==> config.mk <==
export PLATFORM = sky130hd
export DESIGN_NAME = kgcb_bank
export DESIGN_NICKNAME = d
export VERILOG_FILES = /design/src/kgcb_pkg.sv /design/src/kgcb_bank.sv /design/src/kgcb_repeat.sv
export SDC_FILE = /design/constraint.sdc
export NUM_CORES = 1
export LEC_CHECK = 0
export BUFFER_PORTS_ARGS = -buffer_cell sky130_fd_sc_hd__buf_2
export CAP_MARGIN = 20
export CORE_MARGIN = 2
export CORE_UTILIZATION = 50
export CTS_BUF_LIST = sky130_fd_sc_hd__clkbuf_2 sky130_fd_sc_hd__clkbuf_4 sky130_fd_sc_hd__clkbuf_8
export DETAILED_ROUTE_END_ITERATION = 10
export GPL_ROUTABILITY_DRIVEN = 0
export MAX_ROUTING_LAYER = met4
export PLACE_DENSITY_LB_ADDON = 0.1
export SETUP_SLACK_MARGIN = 0.4
export SYNTH_ARGS = -nofsm -noshare
export SYNTH_HDL_FRONTEND = slang
export SYNTH_HIERARCHICAL = 1
export SYNTH_SLANG_ARGS = --single-unit
==> constraint.sdc <==
create_clock -name i_clock -period 3.8 [get_ports i_clock]
set_clock_uncertainty 0.05 [all_clocks]
set_input_delay 0.76 -clock i_clock [delete_from_list [all_inputs] [get_ports i_clock]]
set_output_delay 0.76 -clock i_clock [all_outputs]
set_load 0.05 [all_outputs]
==> src/kgcb_pkg.sv <==
package kgcb_pkg;
	// register offsets
	localparam logic [7:0] ADDR_AUTOREPEAT = 8'h05;
	localparam logic [7:0] ADDR_AUTOSLEEP = 8'h06;
	localparam logic [7:0] ADDR_GLOBAL = 8'h40;
	localparam logic [7:0] ADDR_DIRECTION = 8'h41;
	localparam logic [7:0] ADDR_GPIO_LAST = 8'h5F;
	localparam logic [7:0] ADDR_TIMEOUT_FLAG = 8'h48;
	// reset values
	localparam logic [7:0] RST_AUTOREPEAT = 8'h00;
	localparam logic [2:0] RST_AUTOSLEEP = 3'h7;
	localparam logic [7:0] RST_DIRECTION = 8'h00;
	// autorepeat fields
	localparam int AR_ENABLE_BIT = 7;
	localparam int AR_RATE_LSB = 4;
	localparam int AR_DELAY_LSB = 0;
	localparam int AR_DELAY_UNIT = 8;
	localparam int AR_RATE_UNIT = 4;
	// global configuration fields
	localparam int GC_ROTARY_BIT = 7;
	localparam int GC_TMO_IRQ_BIT = 5;
	localparam int GC_ENABLE_BIT = 4;
	localparam int GC_RESET_BIT = 3;
	localparam int GC_FADE_LSB = 0;
	localparam logic [7:0] GC_WRITE_MASK = 8'hB7;
	localparam logic [7:0] AS_WRITE_MASK = 8'h07;
	// timing
	localparam int CLOCK_HZ = 50_000_000;
	localparam int MS_PER_S = 1000;
	localparam int MS_CYCLES = CLOCK_HZ / MS_PER_S;
	localparam int DEBOUNCE_BASE_MS = 9;
	localparam int FADE_STEPS = 16;
	localparam int FADE_BASE_MS = 256;
	localparam int SLEEP_MAX_MS = 8192;
	localparam int SLEEP_MIN_MS = 256;

	// byte-wide register request from the serial slave engine
	typedef struct packed {
		logic wr;
		logic rd;
		logic [7:0] addr;
		logic [7:0] wdata;
	} kgcb_req_t;
endpackage : kgcb_pkg

==> src/kgcb_bank.sv <==
`timescale 1ns/1ps
// Operation
// - delay code n gives (n+1)*8 debounce cycles
// - rate code n gives (n+1)*4 debounce cycles
// - autorepeat only while enable bit set
// - autosleep code selects timeout, zero disables
// - rotary bit pairs ports six and seven
// - timeout irq set, cleared by flag read
// - gpio disabled: circuits off, direction writes ignored
// - disabled plus key sleep means full shutdown
// - gpio enabled keeps circuits running always
// - reset bit restores gpio registers, self clears
// - fade codes 1 to 5 ramp in sixteen steps
// - fade code sizes total time 256-4096 ms
// - direction bit per port, one is output
// - debounce cycle comes from debounce time field
module kgcb_bank #(
	parameter int P_MS_CYCLES = kgcb_pkg::MS_CYCLES
) (
	// clock and reset
	input wire logic i_clock,
	input wire logic i_rst,
	// register access from the serial slave
	input wire kgcb_pkg::kgcb_req_t i_req,
	output logic [7:0] o_rdata,
	output logic o_rhit,
	// key-scan and bus state
	input wire logic [4:0] i_debounce_code,
	input wire logic i_key_sleep,
	input wire logic i_key_held,
	input wire logic i_key_activity,
	input wire logic i_bus_timeout,
	// key section controls
	output logic o_key_repeat,
	output logic o_autosleep,
	// gpio section controls
	output logic o_rotary_input_pair,
	output logic [7:0] o_port_dir,
	output logic o_gpio_run,
	output logic o_full_shutdown,
	output logic o_gpio_soft_rst,
	output logic o_fade_active,
	output logic o_fade_step,
	output logic o_port_irq_out
);
	// the prescaler is sixteen bits wide, so larger counts cannot be served
	if (P_MS_CYCLES < 1 || P_MS_CYCLES > 65535) begin : g_bad_ms_cycles
		$error("P_MS_CYCLES out of range");
	end

	logic [7:0] autorepeat;
	logic [2:0] autosleep;
	logic [7:0] global_cfg;
	logic [7:0] direction;
	logic soft_rst;
	logic irq;
	logic [7:0] rdata;
	logic rhit;
	logic [7:0] next_autorepeat;
	logic [2:0] next_autosleep;
	logic [7:0] next_global_cfg;
	logic [7:0] next_direction;
	logic next_soft_rst;
	logic next_irq;
	logic [7:0] next_rdata;
	logic next_rhit;
	logic gpio_en;
	logic wr_reset;

	assign gpio_en = global_cfg[kgcb_pkg::GC_ENABLE_BIT];
	assign wr_reset = i_req.wr && i_req.addr == kgcb_pkg::ADDR_GLOBAL
		&& i_req.wdata[kgcb_pkg::GC_RESET_BIT];

	// register writes; reset bit is never stored, so it always reads zero
	always_comb begin
		next_autorepeat = autorepeat;
		next_autosleep = autosleep;
		next_global_cfg = global_cfg;
		next_direction = direction;
		next_soft_rst = 1'b0;
		if (wr_reset) begin
			next_global_cfg = 8'h00;
			next_direction = kgcb_pkg::RST_DIRECTION;
			next_soft_rst = 1'b1;
		end else if (i_req.wr) begin
			if (i_req.addr == kgcb_pkg::ADDR_AUTOREPEAT) begin
				next_autorepeat = i_req.wdata;
			end else if (i_req.addr == kgcb_pkg::ADDR_AUTOSLEEP) begin
				next_autosleep = i_req.wdata[2:0];
			end else if (i_req.addr == kgcb_pkg::ADDR_GLOBAL) begin
				next_global_cfg = i_req.wdata & kgcb_pkg::GC_WRITE_MASK;
			end else if (i_req.addr == kgcb_pkg::ADDR_DIRECTION && gpio_en) begin
				next_direction = i_req.wdata;
			end
		end
	end

	// read data is registered one cycle after the read strobe
	always_comb begin
		next_rdata = 8'h00;
		next_rhit = 1'b0;
		if (i_req.rd) begin
			next_rhit = 1'b1;
			if (i_req.addr == kgcb_pkg::ADDR_AUTOREPEAT) begin
				next_rdata = autorepeat;
			end else if (i_req.addr == kgcb_pkg::ADDR_AUTOSLEEP) begin
				next_rdata = {5'h00, autosleep};
			end else if (i_req.addr == kgcb_pkg::ADDR_GLOBAL) begin
				next_rdata = global_cfg;
			end else if (i_req.addr == kgcb_pkg::ADDR_DIRECTION) begin
				next_rdata = direction;
			end else begin
				next_rhit = 1'b0;
			end
		end
	end

	// timeout irq: a new timeout wins over a same-cycle flag read
	always_comb begin
		next_irq = irq;
		if (i_req.rd && i_req.addr == kgcb_pkg::ADDR_TIMEOUT_FLAG) begin
			next_irq = 1'b0;
		end
		if (i_bus_timeout && global_cfg[kgcb_pkg::GC_TMO_IRQ_BIT]) begin
			next_irq = 1'b1;
		end
	end

	always_ff @(posedge i_clock) begin
		if (i_rst) begin
			autorepeat <= kgcb_pkg::RST_AUTOREPEAT;
			autosleep <= kgcb_pkg::RST_AUTOSLEEP;
			global_cfg <= 8'h00;
			direction <= kgcb_pkg::RST_DIRECTION;
			soft_rst <= 1'b0;
			irq <= 1'b0;
			rdata <= 8'h00;
			rhit <= 1'b0;
		end else begin
			autorepeat <= next_autorepeat;
			autosleep <= next_autosleep;
			global_cfg <= next_global_cfg;
			direction <= next_direction;
			soft_rst <= next_soft_rst;
			irq <= next_irq;
			rdata <= next_rdata;
			rhit <= next_rhit;
		end
	end

	// millisecond tick and debounce cycle tick
	logic [15:0] pre;
	logic [5:0] db_ms;
	logic ms_tick;
	logic db_tick;
	logic [15:0] next_pre;
	logic [5:0] next_db_ms;
	logic next_ms_tick;
	logic next_db_tick;
	logic [5:0] db_len;

	always_comb begin
		db_len = 6'(i_debounce_code + 6'(kgcb_pkg::DEBOUNCE_BASE_MS));
		next_pre = 16'(pre + 16'h0001);
		next_ms_tick = 1'b0;
		next_db_ms = db_ms;
		next_db_tick = 1'b0;
		if (pre >= 16'(P_MS_CYCLES - 1)) begin
			next_pre = 16'h0000;
			next_ms_tick = 1'b1;
		end
		if (ms_tick) begin
			if (6'(db_ms + 6'h01) >= db_len) begin
				next_db_ms = 6'h00;
				next_db_tick = 1'b1;
			end else begin
				next_db_ms = 6'(db_ms + 6'h01);
			end
		end
	end

	always_ff @(posedge i_clock) begin
		if (i_rst) begin
			pre <= 16'h0000;
			db_ms <= 6'h00;
			ms_tick <= 1'b0;
			db_tick <= 1'b0;
		end else begin
			pre <= next_pre;
			db_ms <= next_db_ms;
			ms_tick <= next_ms_tick;
			db_tick <= next_db_tick;
		end
	end

	// autosleep: idle time in ms, one pulse per idle period
	logic [13:0] idle_ms;
	logic slept;
	logic sleep_pulse;
	logic [13:0] next_idle_ms;
	logic next_slept;
	logic next_sleep_pulse;
	logic [13:0] sleep_lim;

	always_comb begin
		if (autosleep == 3'h7) begin
			sleep_lim = 14'(kgcb_pkg::SLEEP_MIN_MS);
		end else begin
			sleep_lim = 14'(kgcb_pkg::SLEEP_MAX_MS >> (autosleep - 3'h1));
		end
		next_idle_ms = idle_ms;
		next_slept = slept;
		next_sleep_pulse = 1'b0;
		if (i_key_activity || autosleep == 3'h0) begin
			next_idle_ms = 14'h0000;
			next_slept = 1'b0;
		end else if (ms_tick && !slept) begin
			if (14'(idle_ms + 14'h0001) >= sleep_lim) begin
				next_sleep_pulse = 1'b1;
				next_slept = 1'b1;
				next_idle_ms = 14'h0000;
			end else begin
				next_idle_ms = 14'(idle_ms + 14'h0001);
			end
		end
	end

	always_ff @(posedge i_clock) begin
		if (i_rst) begin
			idle_ms <= 14'h0000;
			slept <= 1'b0;
			sleep_pulse <= 1'b0;
		end else begin
			idle_ms <= next_idle_ms;
			slept <= next_slept;
			sleep_pulse <= next_sleep_pulse;
		end
	end

	// fade step timer; undefined codes are treated as no fading
	logic [8:0] fade_ms;
	logic fade_pulse;
	logic [8:0] next_fade_ms;
	logic next_fade_pulse;
	logic [2:0] fade_code;
	logic fade_on;
	logic [8:0] step_lim;

	assign fade_code = global_cfg[kgcb_pkg::GC_FADE_LSB +: 3];
	assign fade_on = fade_code != 3'h0 && fade_code <= 3'h5 && gpio_en;

	always_comb begin
		// step length is total time over sixteen steps
		step_lim = 9'((kgcb_pkg::FADE_BASE_MS / kgcb_pkg::FADE_STEPS)
			<< (fade_code - 3'h1));
		next_fade_ms = fade_ms;
		next_fade_pulse = 1'b0;
		if (!fade_on) begin
			next_fade_ms = 9'h000;
		end else if (ms_tick) begin
			if (9'(fade_ms + 9'h001) >= step_lim) begin
				next_fade_ms = 9'h000;
				next_fade_pulse = 1'b1;
			end else begin
				next_fade_ms = 9'(fade_ms + 9'h001);
			end
		end
	end

	always_ff @(posedge i_clock) begin
		if (i_rst) begin
			fade_ms <= 9'h000;
			fade_pulse <= 1'b0;
		end else begin
			fade_ms <= next_fade_ms;
			fade_pulse <= next_fade_pulse;
		end
	end

	// autorepeat engine
	kgcb_repeat u_repeat (
		.i_clock(i_clock),
		.i_rst(i_rst),
		.i_enable(autorepeat[kgcb_pkg::AR_ENABLE_BIT]),
		.i_delay_code(autorepeat[kgcb_pkg::AR_DELAY_LSB +: 4]),
		.i_rate_code(autorepeat[kgcb_pkg::AR_RATE_LSB +: 3]),
		.i_db_tick(db_tick),
		.i_key_held(i_key_held),
		.o_repeat(o_key_repeat)
	);

	// outputs
	assign o_rdata = rdata;
	assign o_rhit = rhit;
	assign o_autosleep = sleep_pulse;
	assign o_rotary_input_pair = global_cfg[kgcb_pkg::GC_ROTARY_BIT];
	assign o_port_dir = direction;
	assign o_gpio_run = gpio_en;
	assign o_full_shutdown = !gpio_en && i_key_sleep;
	assign o_gpio_soft_rst = soft_rst;
	assign o_fade_active = fade_on;
	assign o_fade_step = fade_pulse;
	assign o_port_irq_out = irq;
endmodule : kgcb_bank

==> src/kgcb_repeat.sv <==
`timescale 1ns/1ps
// autorepeat timing, counted in debounce cycles
module kgcb_repeat (
	// clock and reset
	input wire logic i_clock,
	input wire logic i_rst,
	// settings
	input wire logic i_enable,
	input wire logic [3:0] i_delay_code,
	input wire logic [2:0] i_rate_code,
	// timing and key state
	input wire logic i_db_tick,
	input wire logic i_key_held,
	// repeat event
	output logic o_repeat
);
	logic [7:0] count;
	logic first;
	logic fire;
	logic [7:0] next_count;
	logic next_first;
	logic next_fire;
	logic [7:0] target;

	// first repeat waits the delay, later ones the rate
	always_comb begin
		target = first ? 8'((i_delay_code + 5'h01) * kgcb_pkg::AR_DELAY_UNIT)
			: 8'((i_rate_code + 4'h1) * kgcb_pkg::AR_RATE_UNIT);
		next_count = count;
		next_first = first;
		next_fire = 1'b0;
		if (!i_enable || !i_key_held) begin
			next_count = 8'h00;
			next_first = 1'b1;
		end else if (i_db_tick) begin
			if (8'(count + 8'h01) == target) begin
				next_fire = 1'b1;
				next_count = 8'h00;
				next_first = 1'b0;
			end else begin
				next_count = 8'(count + 8'h01);
			end
		end
	end

	always_ff @(posedge i_clock) begin
		if (i_rst) begin
			count <= 8'h00;
			first <= 1'b1;
			fire <= 1'b0;
		end else begin
			count <= next_count;
			first <= next_first;
			fire <= next_fire;
		end
	end

	assign o_repeat = fire;
endmodule : kgcb_repeat
==> metrics.md, run 1 <==
| Metric | Value |
|---|---|
| Port Buffers | `54` |
| Post-CTS Hold Buffers | `0` |
| Vias per cell | `5.607` |
| Post-synth EDFFs | `0` |
| Final min period | `2.888 ns` |
| CTS tree | `built` |
| Hold path startpoint | `pre[0]` |
| Antenna Nets Post-Route | `0` |
| Reg2Reg Depth | `10` |
| Finished Cell Area | `5818 um2` |
| Antenna violations before repair | `0` |
| Max_cap viols | `0` |
| Peak VDD IR | `between 200 and 250 uV` |
| Synthesis-to-finish area growth | `10.61%` |
| Sequential area share after synthesis | `36.54%` |
| Fill count | `933` |
| Setup TNS Final | `0 ns` |
| Post-Synthesis Cell Area | `5260 um2` |
| FF-to-FF Start | `idle_ms[2]` |
| Vias | `4446` |
| Pwr dens | `about 310 nW/um2` |
| Netlist cell types | `64` |
| Crit-path cells | `nand4_1 -> nor4_2 -> xor2_1 -> ha_1 -> a211oi_1 -> nor2_1 -> a211oi_2 -> buf_4 -> a21oi_1 -> o32ai_1` |
| Root Driver | `clkbuf_8` |
| Slowest cell delay on critical path | `roughly 0.44 ns` |
| DRC | `0` |
| Core area | `10280 um2` |
| Placed insts | `777` |
| Max clock buf depth | `2` |
| Fin cells | `793` |
| Syn Area/Cell | `8.637 um2` |
| CTS Buf Count | `9` |
| Global-route wire length before repair | `18.76 mm` |
| Worst Hold End | `pre[0]` |
| Num rows | `37` |
| H-tree Lvls | `3` |
| Placed cell areas | `5610 um2` |
| Outcome | `finished, final reports clean` |
| CP max-delay cell | `nor4_2` |
| Postcts setup bufs | `0` |
| Total power | `1.780 mW` |
| Critical path endpoint category | `flip-flop` |
| Mapped Cells | `609` |
| CP startpoint kind | `flip-flop` |
| Synth warn | `6` |
| Pre-antenna DRT Iters | `4` |
| Worst min path class | `reg2reg` |
| Worst-margin pin slew | `1.082 ns` |
| Most frequent cells in the layout | `dfxtp_1, nor2_1, nand2_1` |
| Fmax | `346.3 MHz` |
| DRT Wirelength | `11.21 mm` |
| PostCTS Resize Cnt | `0` |
| Total track usage | `20.65%` |
| Worst slew margin | `between 20% and 30%` |
| Starting Density | `51.18%` |
| Number of synthesized register bits | `96` |
| Later-pin clock latency in the skew report | `0.36 ns` |
| Die height | `106.6 um` |
| Share of layout cells above drive strength 1 | `15.53%` |
| Most common cell after layout, fill and taps aside | `dfxtp_1` |
| Crit path max fanout | `19` |
| Fin crit share | `between 70% and 80%` |
| Most used DFF post-synth | `dfxtp_1` |
| # IOs | `55` |
| DP Wirelength | `~8 mm` |
| P_leak | `2.334 nW` |
| Clock-pin slew of the registers on the worst-case setup and hold paths | `about 0.090 ns` |
| Final Max Slew Viols | `0` |
| Async S/R FF share, synth | `0%` |
| WS Path Type | `reg2reg` |
| Grt total ovfl | `0` |
| Syn nets | `668` |
| DRT iter0 DRCs | `180` |
| Largest net degree at the start of global routing | `26` |
| Final Hold Fails | `0` |
| Worst hold stages | `1` |
| Vias in the first global route | `between 4k and 5k` |
| Die area | `11360 um2` |
| Num Clock Sinks | `96` |
| Die width | `between 100 and 150 um` |
| Setup ws final | `0.9122 ns` |
| Crit Reg-Reg Endpoint | `idle_ms[4]` |
| Final setup violation count | `0` |
| Flop-to-flop setup slack | `0.91 ns` |
| ANT cells | `0` |
| Crit path DAT | `3.11 ns` |
| Fin nets | `a little over 700` |
| WP data required | `about 4.0 ns` |
| Dpl ws | `between 0.7 and 0.8 ns` |
| RSZ-0062 raised after global routing | `false` |
| Drt wl/cell | `14.13 um` |
per-stage QoR:
| stage | util [%] | hold slack, ns |
|---|---|---|
| floorplan | - | 0.3629 |
| global placement | 54.59 | 0.3719 |
| detailed placement | 54.59 | 0.3965 |
| CTS | 56.55 | 0.4093 |
| global route | 56.61 | 0.4249 |
| finish | 56.61 | 0.4076 |
worst max-delay path: cells and delay by family (launching register included):
family / cells / cell delay [ns]
buffers and inverters: 1 / 0.27
and+or+nand+nor: 3 / 0.81
adders and majority gates: 1 / 0.27
xor gates and xnor gates: 1 / 0.20
AOI/OAI and AO/OA: 4 / 0.77
DFF: 1 / 0.43
synth_stat cells (6+ instances only):
cell       n  area, um2
a211oi_1   7      52.55
a21oi_1   29      145.1
a31oi_1   12      75.07
and3_1    15      93.84
buf_2      7      35.03
clkbuf_1  16      60.06
dfxtp_1   96       1922
ha_1      30      375.4
inv_1      9      33.78
mux2i_1   17      170.2
nand2_1   56      210.2
nand2b_1  10      62.56
nand3_1   45      225.2
nand3b_1  13      97.59
nand4_1    8      50.05
nor2_1    66      247.7
nor2b_1   10      62.56
nor3_1     8      40.04
o21ai_0   15      75.07
or3_1      6      37.54
xnor2_1   24      210.2
xor2_1    21      183.9
worst max path at each step:
stage,end,depth (start not counted),slack [ns],from
3_3_place_gp,idle_ms[12],9,0.90,idle_ms[0]
3_5_place_dp,idle_ms[12],9,0.79,idle_ms[2]
4_1_cts,idle_ms[12],9,0.78,idle_ms[2]
6_report,idle_ms[4],10,0.91,idle_ms[2]
5_1_grt,idle_ms[4],10,0.56,idle_ms[0]
2_1_floorplan,db_ms[2],8,1.03,i_debounce_code[0]
layout make-up:
cell class              instances  area, um2  share of cell area (%)
multi-input cells             477       3187                   54.77
flip-flops and latches         96       1922                   33.03
repair buffers                 58      300.3                   5.161
well taps                     136      170.2                   2.925
clock buffers                  11      145.1                   2.495
clock inverters                 5      56.30                  0.9677
inverters                      10      37.54                  0.6452
report_power, final:
part / internal, mW / switching, mW / leakage (nW) / total (mW)
Sequential: 1.01 / 0.00390 / 0.774 / 1.01
Clock: 0.329 / 0.352 / 0.103 / 0.681
Combinational: 0.0300 / 0.0554 / 1.46 / 0.0854
Total: 1.37 / 0.412 / 2.33 / 1.78
routing by layer:
metal	up-vias	track usage (%)	share of wire, %
li1	2284	-	-
met1	2070	27.48	49
met2	81	32.48	45
met3	11	2.575	4.0
met4	0	7.236	1.4
met5	-	-	0
cells by family (layout without fill, tap and decap cells):
family          after synthesis  after routing  share of synthesized area [%]
simple gates                275            275                          28.09
compound gates              108            108                          14.13
flops                        96             96                          36.54
xor+xnor                     45             45                          7.493
buf+inv                      36             84                          3.092
fa+ha+maj                    30             30                          7.136
mux                          18             18                          3.449
other cells                   1              1                        0.07129
state kept, by name, summed over array words and instances (netlist names), 3 cells and up:
name / cells
autosleep: 3
global_cfg: 6
u_repeat/count: 8
db_ms: 6
o_rdata: 8
fade_ms: 9
autorepeat: 8
pre: 16
idle_ms: 14
o_port_dir: 8
No activity file was read; power rests on OpenSTA's default activity.
==> run 2, diff against run 1 <==
Settings changed: ABC_AREA set to 1.
Clock period 3.8 ns to 2.7 ns, I/O delays scaled along.
==> metrics.md, run 2 <==
| Metric | Value |
|---|---|
| Outcome | `finished, final reports clean` |
| Async S/R FF share, synth | `0% (unchanged)` |
| Crit path max fanout | `7 (-12)` |
| Final Hold Fails | `0 (unchanged)` |
| Vias | `5504 (+24%)` |
| Starting Density | `50.96% (-0.22 points)` |
| Sequential area share after synthesis | `33.17% (-3.4 points)` |
| Placed cell areas | `6186 um2 (+10%)` |
| Number of synthesized register bits | `96 (unchanged)` |
| Max FFs per register | `16 (unchanged)` |
| Post-CTS Hold Buffers | `0 (unchanged)` |
| Port Buffers | `54 (unchanged)` |
| Fin crit share | `82.41% (+6.4 points)` |
| Largest net degree at the start of global routing | `25 (-3.8%)` |
| CTS Buf Count | `9 (unchanged)` |
| Core area | `11370 um2 (+11%)` |
| H-tree Lvls | `3 (unchanged)` |
| Final min period | `2.225 ns (-0.6629 ns)` |
| Num rows | `39 (+5.4%)` |
| Worst min path class | `in2reg` |
| Die height | `111.7 um (+4.8%)` |
| WP data required | `2.91 ns (-1.11 ns)` |
| Drt wl/cell | `13.24 um (-6.3%)` |
| Final Max Slew Viols | `0 (unchanged)` |
| Synthesis-to-finish area growth | `15.74%` |
| Max clock buf depth | `2 (unchanged)` |
| Multi-input logic area | `3477 um2 (+9.1%)` |
| Antenna violations before repair | `0 (unchanged)` |
| Critical path endpoint category | `flip-flop` |
| P_leak | `3.021 nW (+29%)` |
| Top cells by area, synth | `dfxtp_1, nand2_1, inv_1, nor2_1, ha_1` |
| Fmax | `449.4 MHz (+30%)` |
| Fin cells | `1077 (+36%)` |
| Die area | `12470 um2 (+9.8%)` |
| Post-Synthesis Cell Area | `5794 um2 (+10%)` |
| Placed insts | `1052 (+35%)` |
| DRC | `0 (unchanged)` |
| Top post-synthesis cells by count | `nand2_1, inv_1, nor2_1` |
| Max_cap viols | `0 (unchanged)` |
| Mapped Cells | `863 (+42%)` |
| RSZ-0062 raised after global routing | `false` |
| DRT iter0 DRCs | `322 (+79%)` |
| Pwr dens | `386.3 nW/um2 (+26%)` |
| Num Clock Sinks | `96 (unchanged)` |
| DRT Wirelength | `14.26 mm (+27%)` |
| Synth warn | `6 (unchanged)` |
| Root Driver | `clkbuf_8` |
| Setup TNS Final | `0 ns (unchanged)` |
| ANT cells | `0 (unchanged)` |
| Netlist cell types | `43 (-33%)` |
| Share of layout cells above drive strength 1 | `19.38% (+3.9 points)` |
| Finished Cell Area | `6706 um2 (+15%)` |
| Fill count | `1101 (+18%)` |
| # IOs | `55 (unchanged)` |
| Most frequent cell after synthesis | `nand2_1` |
| Peak VDD IR | `223.6 uV (+9.6%)` |
| Post-synth EDFFs | `0 (unchanged)` |
| DP Wirelength | `10.51 mm (+31%)` |
| WS Path Type | `reg2reg` |
| Syn nets | `922 (+38%)` |
| CTS tree | `built` |
| Worst-margin pin slew | `0.6948 ns (-0.3868 ns)` |
| Most flop-heavy register | `pre` |
| Worst slew margin | `53.63% (+26 points)` |
| Crit path DAT | `2.43 ns (-0.68 ns)` |
| Final setup violation count | `0 (unchanged)` |
| Largest registers | `pre: 16 flops, idle_ms: 14 flops, fade_ms: 9 flops` |
| Syn Area/Cell | `6.714 um2 (-22%)` |
| Grt total ovfl | `0 (unchanged)` |
| Total track usage | `23.24% (+2.6 points)` |
| Vias in the first global route | `5071 (+26%)` |
| Top cell type's share of synthesized area | `33.17% (-3.4 points)` |
| Pre-antenna DRT Iters | `5 (+1)` |
| Most common cell after layout, fill and taps aside | `nand2_1` |
| Most used DFF post-synth | `dfxtp_1` |
| Clock-pin slew of the registers on the worst-case setup and hold paths | `0.09 ns (about the same)` |
| Antenna Nets Post-Route | `0 (unchanged)` |
| Post-synth top area cell | `dfxtp_1` |
| Later-pin clock latency in the skew report | `0.37 ns (about the same)` |
| Vias per cell | `5.110 (-8.8%)` |
| Fin nets | `988 (+39%)` |
| CP startpoint kind | `flip-flop` |
| Global-route wire length before repair | `23.34 mm (+24%)` |
| Most frequent cells in the layout | `nand2_1, inv_1, nor2_1` |
| Register cell area after layout | `1962 um2 (+2.1%)` |
| Die width | `111.7 um (+4.8%)` |
run 2: cell count changes in the layout (fill, tap and decap cells not counted), moves of 13 or more:
cell      change
nand2_1     +149
inv_1       +108
nor2_1       +40
a21oi_1      +27
nand3_1      +19
dfxtp_1      -18
nand2_2      +18
mux2i_1      -16
and3_1       -15
xnor2_1      -14
nand3b_1     -13
run 2: layout make-up:
class | count | area share [%]
Inverter | 129 | 7.220
Sequential cell | 96 | 29.25
Clock buffer | 14 | 2.780
Multi-Input combinational cell | 625 | 51.85
Tap cell | 143 | 2.668
Timing Repair Buffer | 68 | 5.709
Clock inverter | 2 | 0.5224
run 2: final timing paths:
kind	start	endpoint	slack, ns	depth (start not counted)
setup / recovery	idle_ms[9]	idle_ms[2]	0.48	13
hold / removal	i_bus_timeout	o_port_irq_out	0.38	3
setup reg to reg	idle_ms[9]	idle_ms[2]	0.48	13
hold reg to reg	pre[0]	pre[0]	0.40	1
run 2: what timing repair did:
item | 4_1_cts | 5_1_grt
cloned | 0 | 2
setup endpoints to repair | 30 | 32
buffers inserted | 1 | 6
pin swaps | 1 | 20
gates resized for setup | 13 | 62
run 2: cell families after synthesis:
group                      after synthesis  share of synthesized area, %
AOI/OAI and AO/OA                       94                         8.810
xor gates and xnor gates                26                         3.930
adders and majority gates               30                         6.478
buffers and inverters                  143                         10.17
DFF                                     96                         33.17
muxes                                    1                        0.1728
other                                    1                       0.06472
and+or+nand+nor                        472                         37.21
run 2: metal layers:
layer  wire [um]  track usage [%]  vias to the layer above
li1            -                -                     2876
met1        6327            29.08                     2487
met2        7069            38.38                      117
met3         553            3.048                       24
met4         308            8.807                        0
met5           0                -                        -
run 2: stage by stage:
step | hold slack [ns] | total power, mW | utilization, % | worst slack [ns]
floorplan | 0.3678 | 1.536 | - | 0.4022
global placement | 0.3784 | 1.585 | 54.41 | 0.2953
detailed placement | 0.3853 | 1.589 | 54.41 | 0.1412
CTS | 0.3644 | 2.611 | 56.84 | 0.4040
global route | 0.3837 | 2.695 | 58.99 | 0.3187
finish | 0.3811 | 2.590 | 58.99 | 0.4751
run 2: report_power, final:
group | internal [mW] | switching (mW) | leakage (nW)
combinational | 0.0483 | 0.0920 | 2.12
sequential | 1.41 | 0.00338 | 0.785
clock | 0.539 | 0.496 | 0.116
run 2: worst max-delay path, stage by stage (launching register included):
cell and delay (ns):
dfxtp_2 0.36, inv_1 0.11, nor3_2 0.22, nand4_1 0.14
and2_1 0.19, ha_1 0.27, nand2_1 0.08, nor2_4 0.12
nand4_1 0.08, nand3_1 0.10, nand2_2 0.08, nand2_2 0.11
buf_6 0.14, nor2_1 0.05
